**config.mk**
```make
export PLATFORM = sky130hd
export DESIGN_NAME = mppg_ctrl
export DESIGN_NICKNAME = d
export VERILOG_FILES = /design/src/mppg_pkg.sv /design/src/mppg_axil_slave.sv /design/src/mppg_ctrl.sv /design/src/mppg_path_decode.sv
export SDC_FILE = /design/constraint.sdc
export NUM_CORES = 1
export LEC_CHECK = 0
export ABC_AREA = 1
export BUFFER_PORTS_ARGS = -buffer_cell sky130_fd_sc_hd__buf_2
export CAP_MARGIN = 10
export CORE_ASPECT_RATIO = 1.2
export CORE_MARGIN = 4
export CORE_UTILIZATION = 55
export DETAILED_ROUTE_END_ITERATION = 8
export PLACE_DENSITY = 0.83
export SYNTH_ARGS = -nofsm -noshare
export SYNTH_HDL_FRONTEND = slang
export SYNTH_HIERARCHICAL = 1
export SYNTH_SLANG_ARGS = --single-unit
```
**constraint.sdc**
```tcl
create_clock -name aclk -period 1.9 [get_ports aclk]
set_input_delay 0.095 -clock aclk [delete_from_list [all_inputs] [get_ports aclk]]
set_output_delay 0.095 -clock aclk [all_outputs]
set_load 0.01 [all_outputs]
```
**src/mppg_pkg.sv**
```systemverilog
// Constants, register map and field layout of the metering path control bank.
// Assumes a single 200 MHz clock and a 32-bit AXI4-Lite register bus.
package mppg_pkg;

  // ----------------------------------------
  // Bus geometry and register indices
  // ----------------------------------------
  localparam int ADDR_W = 16;
  localparam int DATA_W = 32;
  localparam int IDX_W  = 14;
  localparam logic [IDX_W-1:0] IDX_CTRL3    = 14'h287a;
  localparam logic [IDX_W-1:0] IDX_PHASE1   = 14'h287b;
  localparam logic [IDX_W-1:0] IDX_NOLOAD   = 14'h287f;
  localparam logic [IDX_W-1:0] IDX_IRQ_STAT = 14'h2880;
  localparam logic [IDX_W-1:0] IDX_IRQ_CLR  = 14'h2881;
  localparam logic [IDX_W-1:0] IDX_IRQ_EN   = 14'h2882;
  localparam logic [1:0] RESP_OKAY   = 2'h0;
  localparam logic [1:0] RESP_SLVERR = 2'h2;

  // ----------------------------------------
  // Reset values and fields
  // ----------------------------------------
  localparam logic [7:0] CTRL3_RST   = 8'h00;
  localparam logic [7:0] PHASE1_RST  = 8'h00;
  localparam logic [1:0] DLY_LOW_RST = 2'h0;
  localparam logic       IRQ_RST     = 1'b0;
  localparam int BIT_ZC_EN  = 7;
  localparam int BIT_BPF    = 6;
  localparam int BIT_VQ     = 5;
  localparam int BIT_E2SEL  = 4;
  localparam int BIT_I2NEG  = 3;
  localparam int I2EXP_MSB  = 2;
  localparam int PH_TARGET  = 7;
  localparam int PH_UNUSED  = 6;
  localparam int PH_HI_MSB  = 5;
  localparam int DLY_LO_MSB = 1;
  localparam int IRQ_ZC     = 0;

  // ----------------------------------------
  // Gains and phase step timing
  // ----------------------------------------
  localparam logic [2:0] GAIN_EXP_MAX  = 3'h5;
  localparam logic [3:0] QUARTER_SHIFT = 4'h2;
  localparam real CLK_MHZ     = 200.0;
  localparam real COMP_FS_MHZ = 3.2768;
  localparam real STEP_DEG    = 0.0055;
  localparam real RANGE_DEG   = 1.4;
  localparam int  SAMPLE_CYC  = $rtoi(CLK_MHZ / COMP_FS_MHZ);

  function automatic logic mppg_mapped(input logic [IDX_W-1:0] idx);
    return (idx == IDX_CTRL3) || (idx == IDX_PHASE1) || (idx == IDX_NOLOAD) ||
           (idx == IDX_IRQ_STAT) || (idx == IDX_IRQ_CLR) || (idx == IDX_IRQ_EN);
  endfunction : mppg_mapped

endpackage : mppg_pkg
```
**src/mppg_axil_slave.sv**
```systemverilog
// AXI4-Lite slave front end: one write and one read in flight at a time.
// Assumes the parent answers read data combinationally from rd_idx.
module mppg_axil_slave
  import mppg_pkg::*;
(
  // Clock and reset
  input  wire logic              aclk,
  input  wire logic              aresetn,
  // Write channels
  input  wire logic [ADDR_W-1:0] awaddr,
  input  wire logic              awvalid,
  output logic                   awready,
  input  wire logic [DATA_W-1:0] wdata,
  input  wire logic [3:0]        wstrb,
  input  wire logic              wvalid,
  output logic                   wready,
  output logic [1:0]             bresp,
  output logic                   bvalid,
  input  wire logic              bready,
  // Read channels
  input  wire logic [ADDR_W-1:0] araddr,
  input  wire logic              arvalid,
  output logic                   arready,
  output logic [DATA_W-1:0]      rdata,
  output logic [1:0]             rresp,
  output logic                   rvalid,
  input  wire logic              rready,
  // Register side
  output logic                   wr_en,
  output logic [IDX_W-1:0]       wr_idx,
  output logic [7:0]             wr_data,
  output logic [IDX_W-1:0]       rd_idx,
  input  wire logic [7:0]        rd_data
);

  logic             aw_full_reg;
  logic             w_full_reg;
  logic             rd_pend_reg;
  logic [7:0]       w_byte_reg;
  logic             w_lane_reg;

  // ----------------------------------------
  // Write path
  // ----------------------------------------
  // Address and data are taken in either order; response only once both are held
  always_ff @(posedge aclk)
  begin
    if (!aresetn)
    begin
      awready     <= 1'b1;
      wready      <= 1'b1;
      aw_full_reg <= 1'b0;
      w_full_reg  <= 1'b0;
      w_byte_reg  <= 8'h00;
      w_lane_reg  <= 1'b0;
      wr_idx      <= '0;
      wr_data     <= 8'h00;
      wr_en       <= 1'b0;
      bvalid      <= 1'b0;
      bresp       <= RESP_OKAY;
    end
    else
    begin
      wr_en <= 1'b0;
      if (awvalid && awready)
      begin
        wr_idx      <= awaddr[ADDR_W-1:2];
        aw_full_reg <= 1'b1;
        awready     <= 1'b0;
      end
      if (wvalid && wready)
      begin
        w_byte_reg <= wdata[7:0];
        w_lane_reg <= wstrb[0];
        w_full_reg <= 1'b1;
        wready     <= 1'b0;
      end
      if (aw_full_reg && w_full_reg && !bvalid)
      begin
        // A write without lane 0 changes nothing but still completes
        wr_en       <= w_lane_reg && mppg_mapped(wr_idx);
        wr_data     <= w_byte_reg;
        bresp       <= mppg_mapped(wr_idx) ? RESP_OKAY : RESP_SLVERR;
        bvalid      <= 1'b1;
        aw_full_reg <= 1'b0;
        w_full_reg  <= 1'b0;
      end
      if (bvalid && bready)
      begin
        bvalid  <= 1'b0;
        awready <= 1'b1;
        wready  <= 1'b1;
      end
    end
  end

  // ----------------------------------------
  // Read path
  // ----------------------------------------
  always_ff @(posedge aclk)
  begin
    if (!aresetn)
    begin
      arready     <= 1'b1;
      rd_pend_reg <= 1'b0;
      rd_idx      <= '0;
      rvalid      <= 1'b0;
      rdata       <= '0;
      rresp       <= RESP_OKAY;
    end
    else
    begin
      if (arvalid && arready)
      begin
        rd_idx      <= araddr[ADDR_W-1:2];
        rd_pend_reg <= 1'b1;
        arready     <= 1'b0;
      end
      if (rd_pend_reg)
      begin
        rdata       <= {24'h00_0000, rd_data};
        rresp       <= mppg_mapped(rd_idx) ? RESP_OKAY : RESP_SLVERR;
        rvalid      <= 1'b1;
        rd_pend_reg <= 1'b0;
      end
      if (rvalid && rready)
      begin
        rvalid  <= 1'b0;
        arready <= 1'b1;
      end
    end
  end

endmodule : mppg_axil_slave

```
**src/mppg_ctrl.sv**
```systemverilog
// Metering path control bank: two control registers, phase delay low bits,
// zero-crossing interrupt and a phase delay step counter.
// Assumes event and frame strobes come from logic on aclk.
module mppg_ctrl
  import mppg_pkg::*;
(
  // Clock and reset
  input  wire logic              aclk,
  input  wire logic              aresetn,
  // AXI4-Lite write
  input  wire logic [ADDR_W-1:0] s_axi_awaddr,
  input  wire logic              s_axi_awvalid,
  output logic                   s_axi_awready,
  input  wire logic [DATA_W-1:0] s_axi_wdata,
  input  wire logic [3:0]        s_axi_wstrb,
  input  wire logic              s_axi_wvalid,
  output logic                   s_axi_wready,
  output logic [1:0]             s_axi_bresp,
  output logic                   s_axi_bvalid,
  input  wire logic              s_axi_bready,
  // AXI4-Lite read
  input  wire logic [ADDR_W-1:0] s_axi_araddr,
  input  wire logic              s_axi_arvalid,
  output logic                   s_axi_arready,
  output logic [DATA_W-1:0]      s_axi_rdata,
  output logic [1:0]             s_axi_rresp,
  output logic                   s_axi_rvalid,
  input  wire logic              s_axi_rready,
  // Metering events and inputs
  input  wire logic              zero_cross_event,
  input  wire logic              phase_frame_start,
  input  wire logic [2:0]        voltage_gain_exponent,
  // Datapath settings
  output logic                   rms_bandpass_enable,
  output logic signed [3:0]      voltage_gain_log2,
  output logic                   e2_active_from_i2,
  output logic                   e2_reactive_invert,
  output logic                   i2_gain_sign,
  output logic [2:0]             i2_gain_log2,
  output logic                   phase_delay_voltage,
  output logic [7:0]             phase_delay_steps,
  // Phase delay progress
  output logic                   phase_delay_busy,
  output logic                   phase_delay_done,
  // Interrupt
  output logic                   irq
);

  logic             wr_en;
  logic [IDX_W-1:0] wr_idx;
  logic [7:0]       wr_data;
  logic [IDX_W-1:0] rd_idx;
  logic [7:0]       rd_data;
  logic [7:0]       ctrl3_reg;
  logic [7:0]       phase1_reg;
  logic [1:0]       delay_low_reg;
  logic             irq_stat_reg;
  logic             irq_en_reg;
  logic [6:0]       sample_cnt_reg;
  logic             sample_tick_reg;
  logic [7:0]       step_cnt_reg;

  // ----------------------------------------
  // Bus slave
  // ----------------------------------------
  mppg_axil_slave u_slave (
    .aclk    (aclk),
    .aresetn (aresetn),
    .awaddr  (s_axi_awaddr),
    .awvalid (s_axi_awvalid),
    .awready (s_axi_awready),
    .wdata   (s_axi_wdata),
    .wstrb   (s_axi_wstrb),
    .wvalid  (s_axi_wvalid),
    .wready  (s_axi_wready),
    .bresp   (s_axi_bresp),
    .bvalid  (s_axi_bvalid),
    .bready  (s_axi_bready),
    .araddr  (s_axi_araddr),
    .arvalid (s_axi_arvalid),
    .arready (s_axi_arready),
    .rdata   (s_axi_rdata),
    .rresp   (s_axi_rresp),
    .rvalid  (s_axi_rvalid),
    .rready  (s_axi_rready),
    .wr_en   (wr_en),
    .wr_idx  (wr_idx),
    .wr_data (wr_data),
    .rd_idx  (rd_idx),
    .rd_data (rd_data)
  );

  // ----------------------------------------
  // Control registers
  // ----------------------------------------
  always_ff @(posedge aclk)
  begin
    if (!aresetn)
    begin
      ctrl3_reg     <= CTRL3_RST;
      phase1_reg    <= PHASE1_RST;
      delay_low_reg <= DLY_LOW_RST;
    end
    else if (wr_en)
    begin
      if (wr_idx == IDX_CTRL3)
        ctrl3_reg <= wr_data;
      if (wr_idx == IDX_PHASE1)
        phase1_reg <= wr_data & ~(8'h01 << PH_UNUSED);
      if (wr_idx == IDX_NOLOAD)
        delay_low_reg <= wr_data[DLY_LO_MSB:0];
    end
  end

  // Reserved bits of every register read as zero
  always_comb
  begin
    rd_data = 8'h00;
    unique case (rd_idx)
      IDX_CTRL3:    rd_data = ctrl3_reg;
      IDX_PHASE1:   rd_data = phase1_reg;
      IDX_NOLOAD:   rd_data = {6'h00, delay_low_reg};
      IDX_IRQ_STAT: rd_data = {7'h00, irq_stat_reg};
      IDX_IRQ_EN:   rd_data = {7'h00, irq_en_reg};
      default:      rd_data = 8'h00;
    endcase
  end

  // ----------------------------------------
  // Interrupt
  // ----------------------------------------
  // Status always records events; the enable and the control bit only gate the line
  always_ff @(posedge aclk)
  begin
    if (!aresetn)
    begin
      irq_stat_reg <= IRQ_RST;
      irq_en_reg   <= IRQ_RST;
      irq          <= 1'b0;
    end
    else
    begin
      // A new event beats a clear in the same cycle
      if (zero_cross_event)
        irq_stat_reg <= 1'b1;
      else if (wr_en && wr_idx == IDX_IRQ_CLR && wr_data[IRQ_ZC])
        irq_stat_reg <= 1'b0;
      if (wr_en && wr_idx == IDX_IRQ_EN)
        irq_en_reg <= wr_data[IRQ_ZC];
      irq <= irq_stat_reg && irq_en_reg && ctrl3_reg[BIT_ZC_EN];
    end
  end

  // ----------------------------------------
  // Decoded settings
  // ----------------------------------------
  mppg_path_decode u_decode (
    .aclk                  (aclk),
    .aresetn               (aresetn),
    .ctrl3                 (ctrl3_reg),
    .phase1                (phase1_reg),
    .delay_low             (delay_low_reg),
    .voltage_gain_exponent (voltage_gain_exponent),
    .rms_bandpass_on       (rms_bandpass_enable),
    .voltage_gain_log2     (voltage_gain_log2),
    .e2_active_i2          (e2_active_from_i2),
    .e2_reactive_invert    (e2_reactive_invert),
    .i2_gain_negative      (i2_gain_sign),
    .i2_gain_log2          (i2_gain_log2),
    .delay_voltage         (phase_delay_voltage),
    .phase_delay           (phase_delay_steps)
  );

  // ----------------------------------------
  // Compensation sample tick
  // ----------------------------------------
  // Integer divider: the step runs slightly fast, 61 cycles against 61.04
  always_ff @(posedge aclk)
  begin
    if (!aresetn)
    begin
      sample_cnt_reg  <= 7'h00;
      sample_tick_reg <= 1'b0;
    end
    else
    begin
      sample_tick_reg <= (sample_cnt_reg == 7'(SAMPLE_CYC - 1));
      sample_cnt_reg  <= (sample_cnt_reg == 7'(SAMPLE_CYC - 1)) ? 7'h00 : sample_cnt_reg + 7'h01;
    end
  end

  // ----------------------------------------
  // Phase delay step counter
  // ----------------------------------------
  always_ff @(posedge aclk)
  begin
    if (!aresetn)
    begin
      step_cnt_reg     <= 8'h00;
      phase_delay_busy <= 1'b0;
      phase_delay_done <= 1'b0;
    end
    else
    begin
      phase_delay_done <= 1'b0;
      if (phase_frame_start)
      begin
        step_cnt_reg     <= phase_delay_steps;
        phase_delay_busy <= (phase_delay_steps != 8'h00);
        phase_delay_done <= (phase_delay_steps == 8'h00);
      end
      else if (phase_delay_busy && sample_tick_reg)
      begin
        step_cnt_reg <= step_cnt_reg - 8'h01;
        if (step_cnt_reg == 8'h01)
        begin
          phase_delay_busy <= 1'b0;
          phase_delay_done <= 1'b1;
        end
      end
    end
  end
endmodule : mppg_ctrl

```
**src/mppg_path_decode.sv**
```systemverilog
// Turns the control fields into registered gain and delay settings.
// Assumes all inputs come from flip-flops on the same clock.
module mppg_path_decode
  import mppg_pkg::*;
(
  // Clock and reset
  input  wire logic       aclk,
  input  wire logic       aresetn,
  // Control fields
  input  wire logic [7:0] ctrl3,
  input  wire logic [7:0] phase1,
  input  wire logic [1:0] delay_low,
  input  wire logic [2:0] voltage_gain_exponent,
  // Decoded settings
  output logic            rms_bandpass_on,
  output logic signed [3:0] voltage_gain_log2,
  output logic            e2_active_i2,
  output logic            e2_reactive_invert,
  output logic            i2_gain_negative,
  output logic [2:0]      i2_gain_log2,
  output logic            delay_voltage,
  output logic [7:0]      phase_delay
);

  logic [2:0] v_exp;
  logic [2:0] i2_exp;

  // Out-of-range exponents are held at the largest legal setting
  assign v_exp  = (voltage_gain_exponent > GAIN_EXP_MAX) ? GAIN_EXP_MAX : voltage_gain_exponent;
  assign i2_exp = (ctrl3[I2EXP_MSB:0] > GAIN_EXP_MAX) ? GAIN_EXP_MAX : ctrl3[I2EXP_MSB:0];

  always_ff @(posedge aclk)
  begin
    if (!aresetn)
    begin
      rms_bandpass_on    <= 1'b0;
      voltage_gain_log2  <= 4'sh0;
      e2_active_i2       <= 1'b0;
      e2_reactive_invert <= 1'b1;
      i2_gain_negative   <= 1'b0;
      i2_gain_log2       <= 3'h0;
      delay_voltage      <= 1'b0;
      phase_delay        <= 8'h00;
    end
    else
    begin
      rms_bandpass_on <= ctrl3[BIT_BPF];
      // Quarter gain is two less in the exponent
      voltage_gain_log2 <= ctrl3[BIT_VQ] ? $signed({1'b0, v_exp}) - $signed(QUARTER_SHIFT)
                                         : $signed({1'b0, v_exp});
      e2_active_i2       <= ctrl3[BIT_E2SEL];
      e2_reactive_invert <= !ctrl3[BIT_E2SEL];
      i2_gain_negative   <= ctrl3[BIT_I2NEG];
      i2_gain_log2       <= i2_exp;
      delay_voltage      <= phase1[PH_TARGET];
      phase_delay        <= {phase1[PH_HI_MSB:0], delay_low};
    end
  end

endmodule : mppg_path_decode

```
Word-level counts from Yosys, hierarchy flattened
Cells that the tools add are included.
{ "totals": {"register_bits": 124, "mem_bits_ro": 0, "input_bits": 80, "latchBits": 0, "wordCells": 118, "ramBits": 0, "mem_count": 0} }
{ "classes": {"n_eq_ne": 14, "bitwise": 1, "div": 0, "n_mux": 17, "n_mul": 0, "shifts": 0, "n_reduce_logical": 43, "addsub": 3, "n_lt_le_gt_ge": 2} }
{ "ops": {"columns": ["operator", "count"], "rows": [
  ["$eq A14 B14 Y1 const B", 12],
  ["$pmux W8 S5", 1],
  ["$mux W8", 2],
  ["$logic_and A1 B1 Y1", 14],
  ["$reduce_and A2 Y1", 6],
  ["$reduce_or A2 Y1", 6],
  ["$logic_or A1 B1 Y1", 10],
  ["$mux W1", 9],
  ["$mux W3", 3],
  ["$eq A8 B1 Y1 const B", 1],
  ["$logic_not A8 Y1", 1],
  ["$reduce_bool A8 Y1", 1],
  ["$sub A8 B1 Y8 const B", 1],
  ["$add A7 B1 Y7 const B", 1],
  ["$eq A7 B6 Y1 const B", 1],
  ["$gt A3 B3 Y1 const B", 2],
  ["$reduce_bool A2 Y1", 3],
  ["$mux W2", 2],
  ["$sub A3 B2 Y4 const B", 1],
  ["$logic_not A1 Y1", 2],
  ["$not A1 Y1", 1]
]} }

Depth between registers and ports, before layout
{ "depth": {"ltp_word": 7, "depth_mapped": 10, "depth_no_buf": 10} }

Modules after synthesis
The synthesis kept the hierarchy.
{ "modules_own_cells": {"columns": ["module", "n_inst", "area_each_um2", "seq_area_each_um2", "cells_per_inst"], "rows": [
  ["mppg_axil_slave", 1, 2481.1, 1281.2, 315],
  ["mppg_ctrl", 1, 2143.3, 760.7, 334],
  ["mppg_path_decode", 1, 631.9, 400.4, 68]
]} }

Worst setup path before layout
Ideal clock, no wire load.
{ "synth_timing": {"path_type": "reg2reg", "startpoint": "register u_slave.rd_idx[5]", "endpoint": "register u_slave.rdata[1]", "required_ns": 1.836, "n_path_buf": 0, "arrival_time_ns": 1.153, "stages_incl_launch_ff": 9, "setup_slack_ns": 0.682, "period_less_slack_ns": 1.218, "path_cell_list": "dfxtp_1 nand4_1 nor2_4 nand2_1 inv_2 nand2_1 nand3_1 nor2_1 nor2_1"} }
{ "synth_between": {"elab_chain_cells": 2, "elab_cells_between_ends": 6} }
{ "synth_lines": {"columns": ["item", "line_no", "rtl"], "rows": [
  ["from (decl)", "mppg_axil_slave.sv:32", "output logic [IDX_W-1:0] rd_idx,"],
  ["from (signal assigned)", "mppg_axil_slave.sv:115", "rd_idx <= araddr[ADDR_W-1:2];"],
  ["$eq A14 B14 Y1", "mppg_ctrl.sv:119", "unique case (rd_idx)"],
  ["$pmux W8 S5 (*)", "mppg_ctrl.sv:119", null],
  ["net rd_data[1]", "mppg_ctrl.sv:53", "logic [7:0] rd_data;"],
  ["to (signal assigned)", "mppg_axil_slave.sv:121", "rdata <= {24'h00_0000, rd_data};"],
  ["to (decl)", "mppg_axil_slave.sv:24", "output logic [DATA_W-1:0] rdata,"]
]} }
Mark *: on every way through the listed nets, which the timed path passes. The rest lies on a longest branch.
A chain may end at the register's enable or synchronous reset.

Worst setup path after layout
{ "layout_timing": {"startpoint": "register u_slave.rd_idx[6]", "endpoint": "register u_slave.rdata[2]"} }
The elaborated chain is that of the path after synthesis.

==> impl_results.md <==
* Hold endpoint: u_slave/wready
* CTS Buf Count at 17
* F_max at about 650 MHz
* Reg-to-Reg Start: u_slave/rd_idx[6]
* Slew margin rel. at between 50% and 60%
* Fin. Hold Viols at 0
* Drt drc at 0
* Outcome: finished clean
* Hold WC Path Type: primary input to flip-flop
* Switch share at a little under a quarter
* Post-DP HPWL at 8.59 mm
* Post-synthesis cell count at 716
* CP required at between 2 and 2.5 ns
* Antenna-violating nets left at 0
* Vias at 5,056
* RSZ-0062 raised after global routing: false
* Initial detailed-routing violation count at 285
* Filler cells at ~680
* Commonest non-fill, non-tap cell in the layout: nor2_1
* Final setup fails at 0
* HP Start: s_axi_wvalid
* Final WS setup at 0.368 ns
* Crit share post-route at 80.6%
* CTS max path bufs at 2
* CTS H-tree depth at 4
* Flop pwr share at 41.4%
* Max-slew violation count at 0
* Max Clock Skew at 0.00446 ns
* Largest net degree at the start of global routing at 37
* WL final at 13.5 mm
* Post-Syn Area at roughly 0.0053 mm²
* Clock latency on the worst-skew pair at ~0.53 ns
* Number of buffers added on ports at 86
* Crit path DAT at 2.00 ns
* Sink Count at 122
* Synth warnings at 6
* Initial Util at between 50 and 60%
* Vias in the first global route at 5,001
* Worst hold path cell count at 4
* Placeable core region at 0.00918 mm²
* Boundary Pins at 144
* PD cells at about 990 mW/mm²
* Seq. cell area at ~0.0024 mm²
* Crit end category: flip-flop
* Clock network power share at between 40% and 50%
* Top Registers: u_slave/rd_idx: 14 flops, u_slave/wr_idx: 14 flops
* Syn avg cell area at 7.34 µm²
* Internal cell power at 0.00509 W
* Initial antenna violation count at 0
* Post-cts sizing count at 0
* Area growth syn-to-layout at 29.2%
* Leak at roughly 3.2 nW
* Via density per instance at slightly above 5
* Die X at 97.2 µm
* Setup TNS at 0 ns
* Peak VDD IR at approximately 0.9 mV
* Clock tree from TritonCTS: done
* Area of the multi-input gates at 0.00228 mm²
* Global route overflow at 0
* CP startpoint kind: flip-flop
* GP Congestion at 0.871
* Pre-CTS WS at 0.434 ns
* DR WL/cell at 13.6 µm
* Global-route wire length before repair at 22.7 mm
* R2R depth at 8
* Worst Tran Pin Value at 0.669 ns
* P_sw at 0.00160 W
* N_diodes at 0
* Final nets at about 940
* Die ar. at 0.0112 mm²
* Pre-antenna DRT Iters at 5
* All-layer global routing usage at 25.1%
* Leading cell types in the layout, fill and taps excluded: nor2_1, dfxtp_1, nand2_1
* Die extent in y at 115 µm
* Row cnt at 38
* CP max FO at 10
* Max-Cap Viols at 0
* Layout cells sized above 1 at between 10% and 20%
* CTS Root Cell: clkbuf_8
* Capturing point of the worst reg2reg path: u_slave/rdata[2]
* Fin crit period at 1.53 ns
* WS Path Type: flip-flop to flip-flop
* R2R setup slack at between 0.3 and 0.4 ns
* Clk slew on worst S/H paths at 0.06 ns
* Gate power share at 8.9%
## worst max path at each step
| stage | start | endpoint | depth (start not counted) |
|---|---|---|---|
| floorplan | u_slave/rd_idx[5] | u_slave/rdata[1] | 8 |
| global placement | u_slave/rd_idx[5] | u_slave/rdata[1] | 8 |
| detailed placement | u_slave/rd_idx[5] | u_slave/rdata[2] | 8 |
| CTS | u_slave/rd_idx[5] | u_slave/rdata[2] | 8 |
| global route | u_slave/rd_idx[4] | u_slave/rdata[2] | 8 |
| finish | u_slave/rd_idx[6] | u_slave/rdata[2] | 8 |
## layer usage
metal,track usage [%],share of wire [%],vias to the layer above
li1,-,-,2512
met1,25.8,38,2321
met2,48.3,53,187
met3,6.86,6.4,36
met4,9.97,2.4,0
met5,0,0,-
## per-stage QoR
| step | total power (W) | util, % | area, µm² | std cells | hold slack, ns |
|---|---|---|---|---|---|
| 5_1_grt | 0.00695 | 73.9 | 6790 | 990 | 0.0965 |
| 3_5_place_dp | 0.00330 | 61.7 | 5660 | 908 | 0.313 |
| 4_1_cts | 0.00670 | 73.9 | 6790 | 990 | 0.0300 |
| 2_1_floorplan | 0.00318 | - | 5350 | 741 | 0.210 |
| 6_report | 0.00669 | 73.9 | 6790 | 990 | 0.0508 |
| 3_3_place_gp | 0.00327 | 61.7 | 5660 | 908 | 0.302 |
## cell type report
type / count / area share, %
flip-flops and latches: 122 / 36.0
multi-input cells: 495 / 33.6
repair buffers: 142 / 14.6
clock buffers: 18 / 6.31
inverters: 79 / 4.44
clock inverters: 14 / 2.90
well taps: 120 / 2.21
## critical path, cell delays in order, from the launching register on
cell	delay [ns]
dfxtp_1	0.41
nand4_1	0.20
nor2_4	0.27
nand2_1	0.12
inv_2	0.13
nand2_1	0.08
nand2_1	0.10
nor2_1	0.06
nor2_1	0.10
## power by group through the flow
stage               registers (W)  clock network [W]  logic, W
finish                    0.00277            0.00333  0.000594
global route              0.00279            0.00350  0.000662
CTS                       0.00277            0.00337  0.000565
detailed placement        0.00282                  0  0.000478
global placement          0.00281                  0  0.000456
floorplan                 0.00281                  0  0.000366
## timing repair
action                    CTS  global route
hold endpoints to repair   53             0
hold buffers               50             0
setup buffers               0             0
Power figures use the tool's default switching activity.
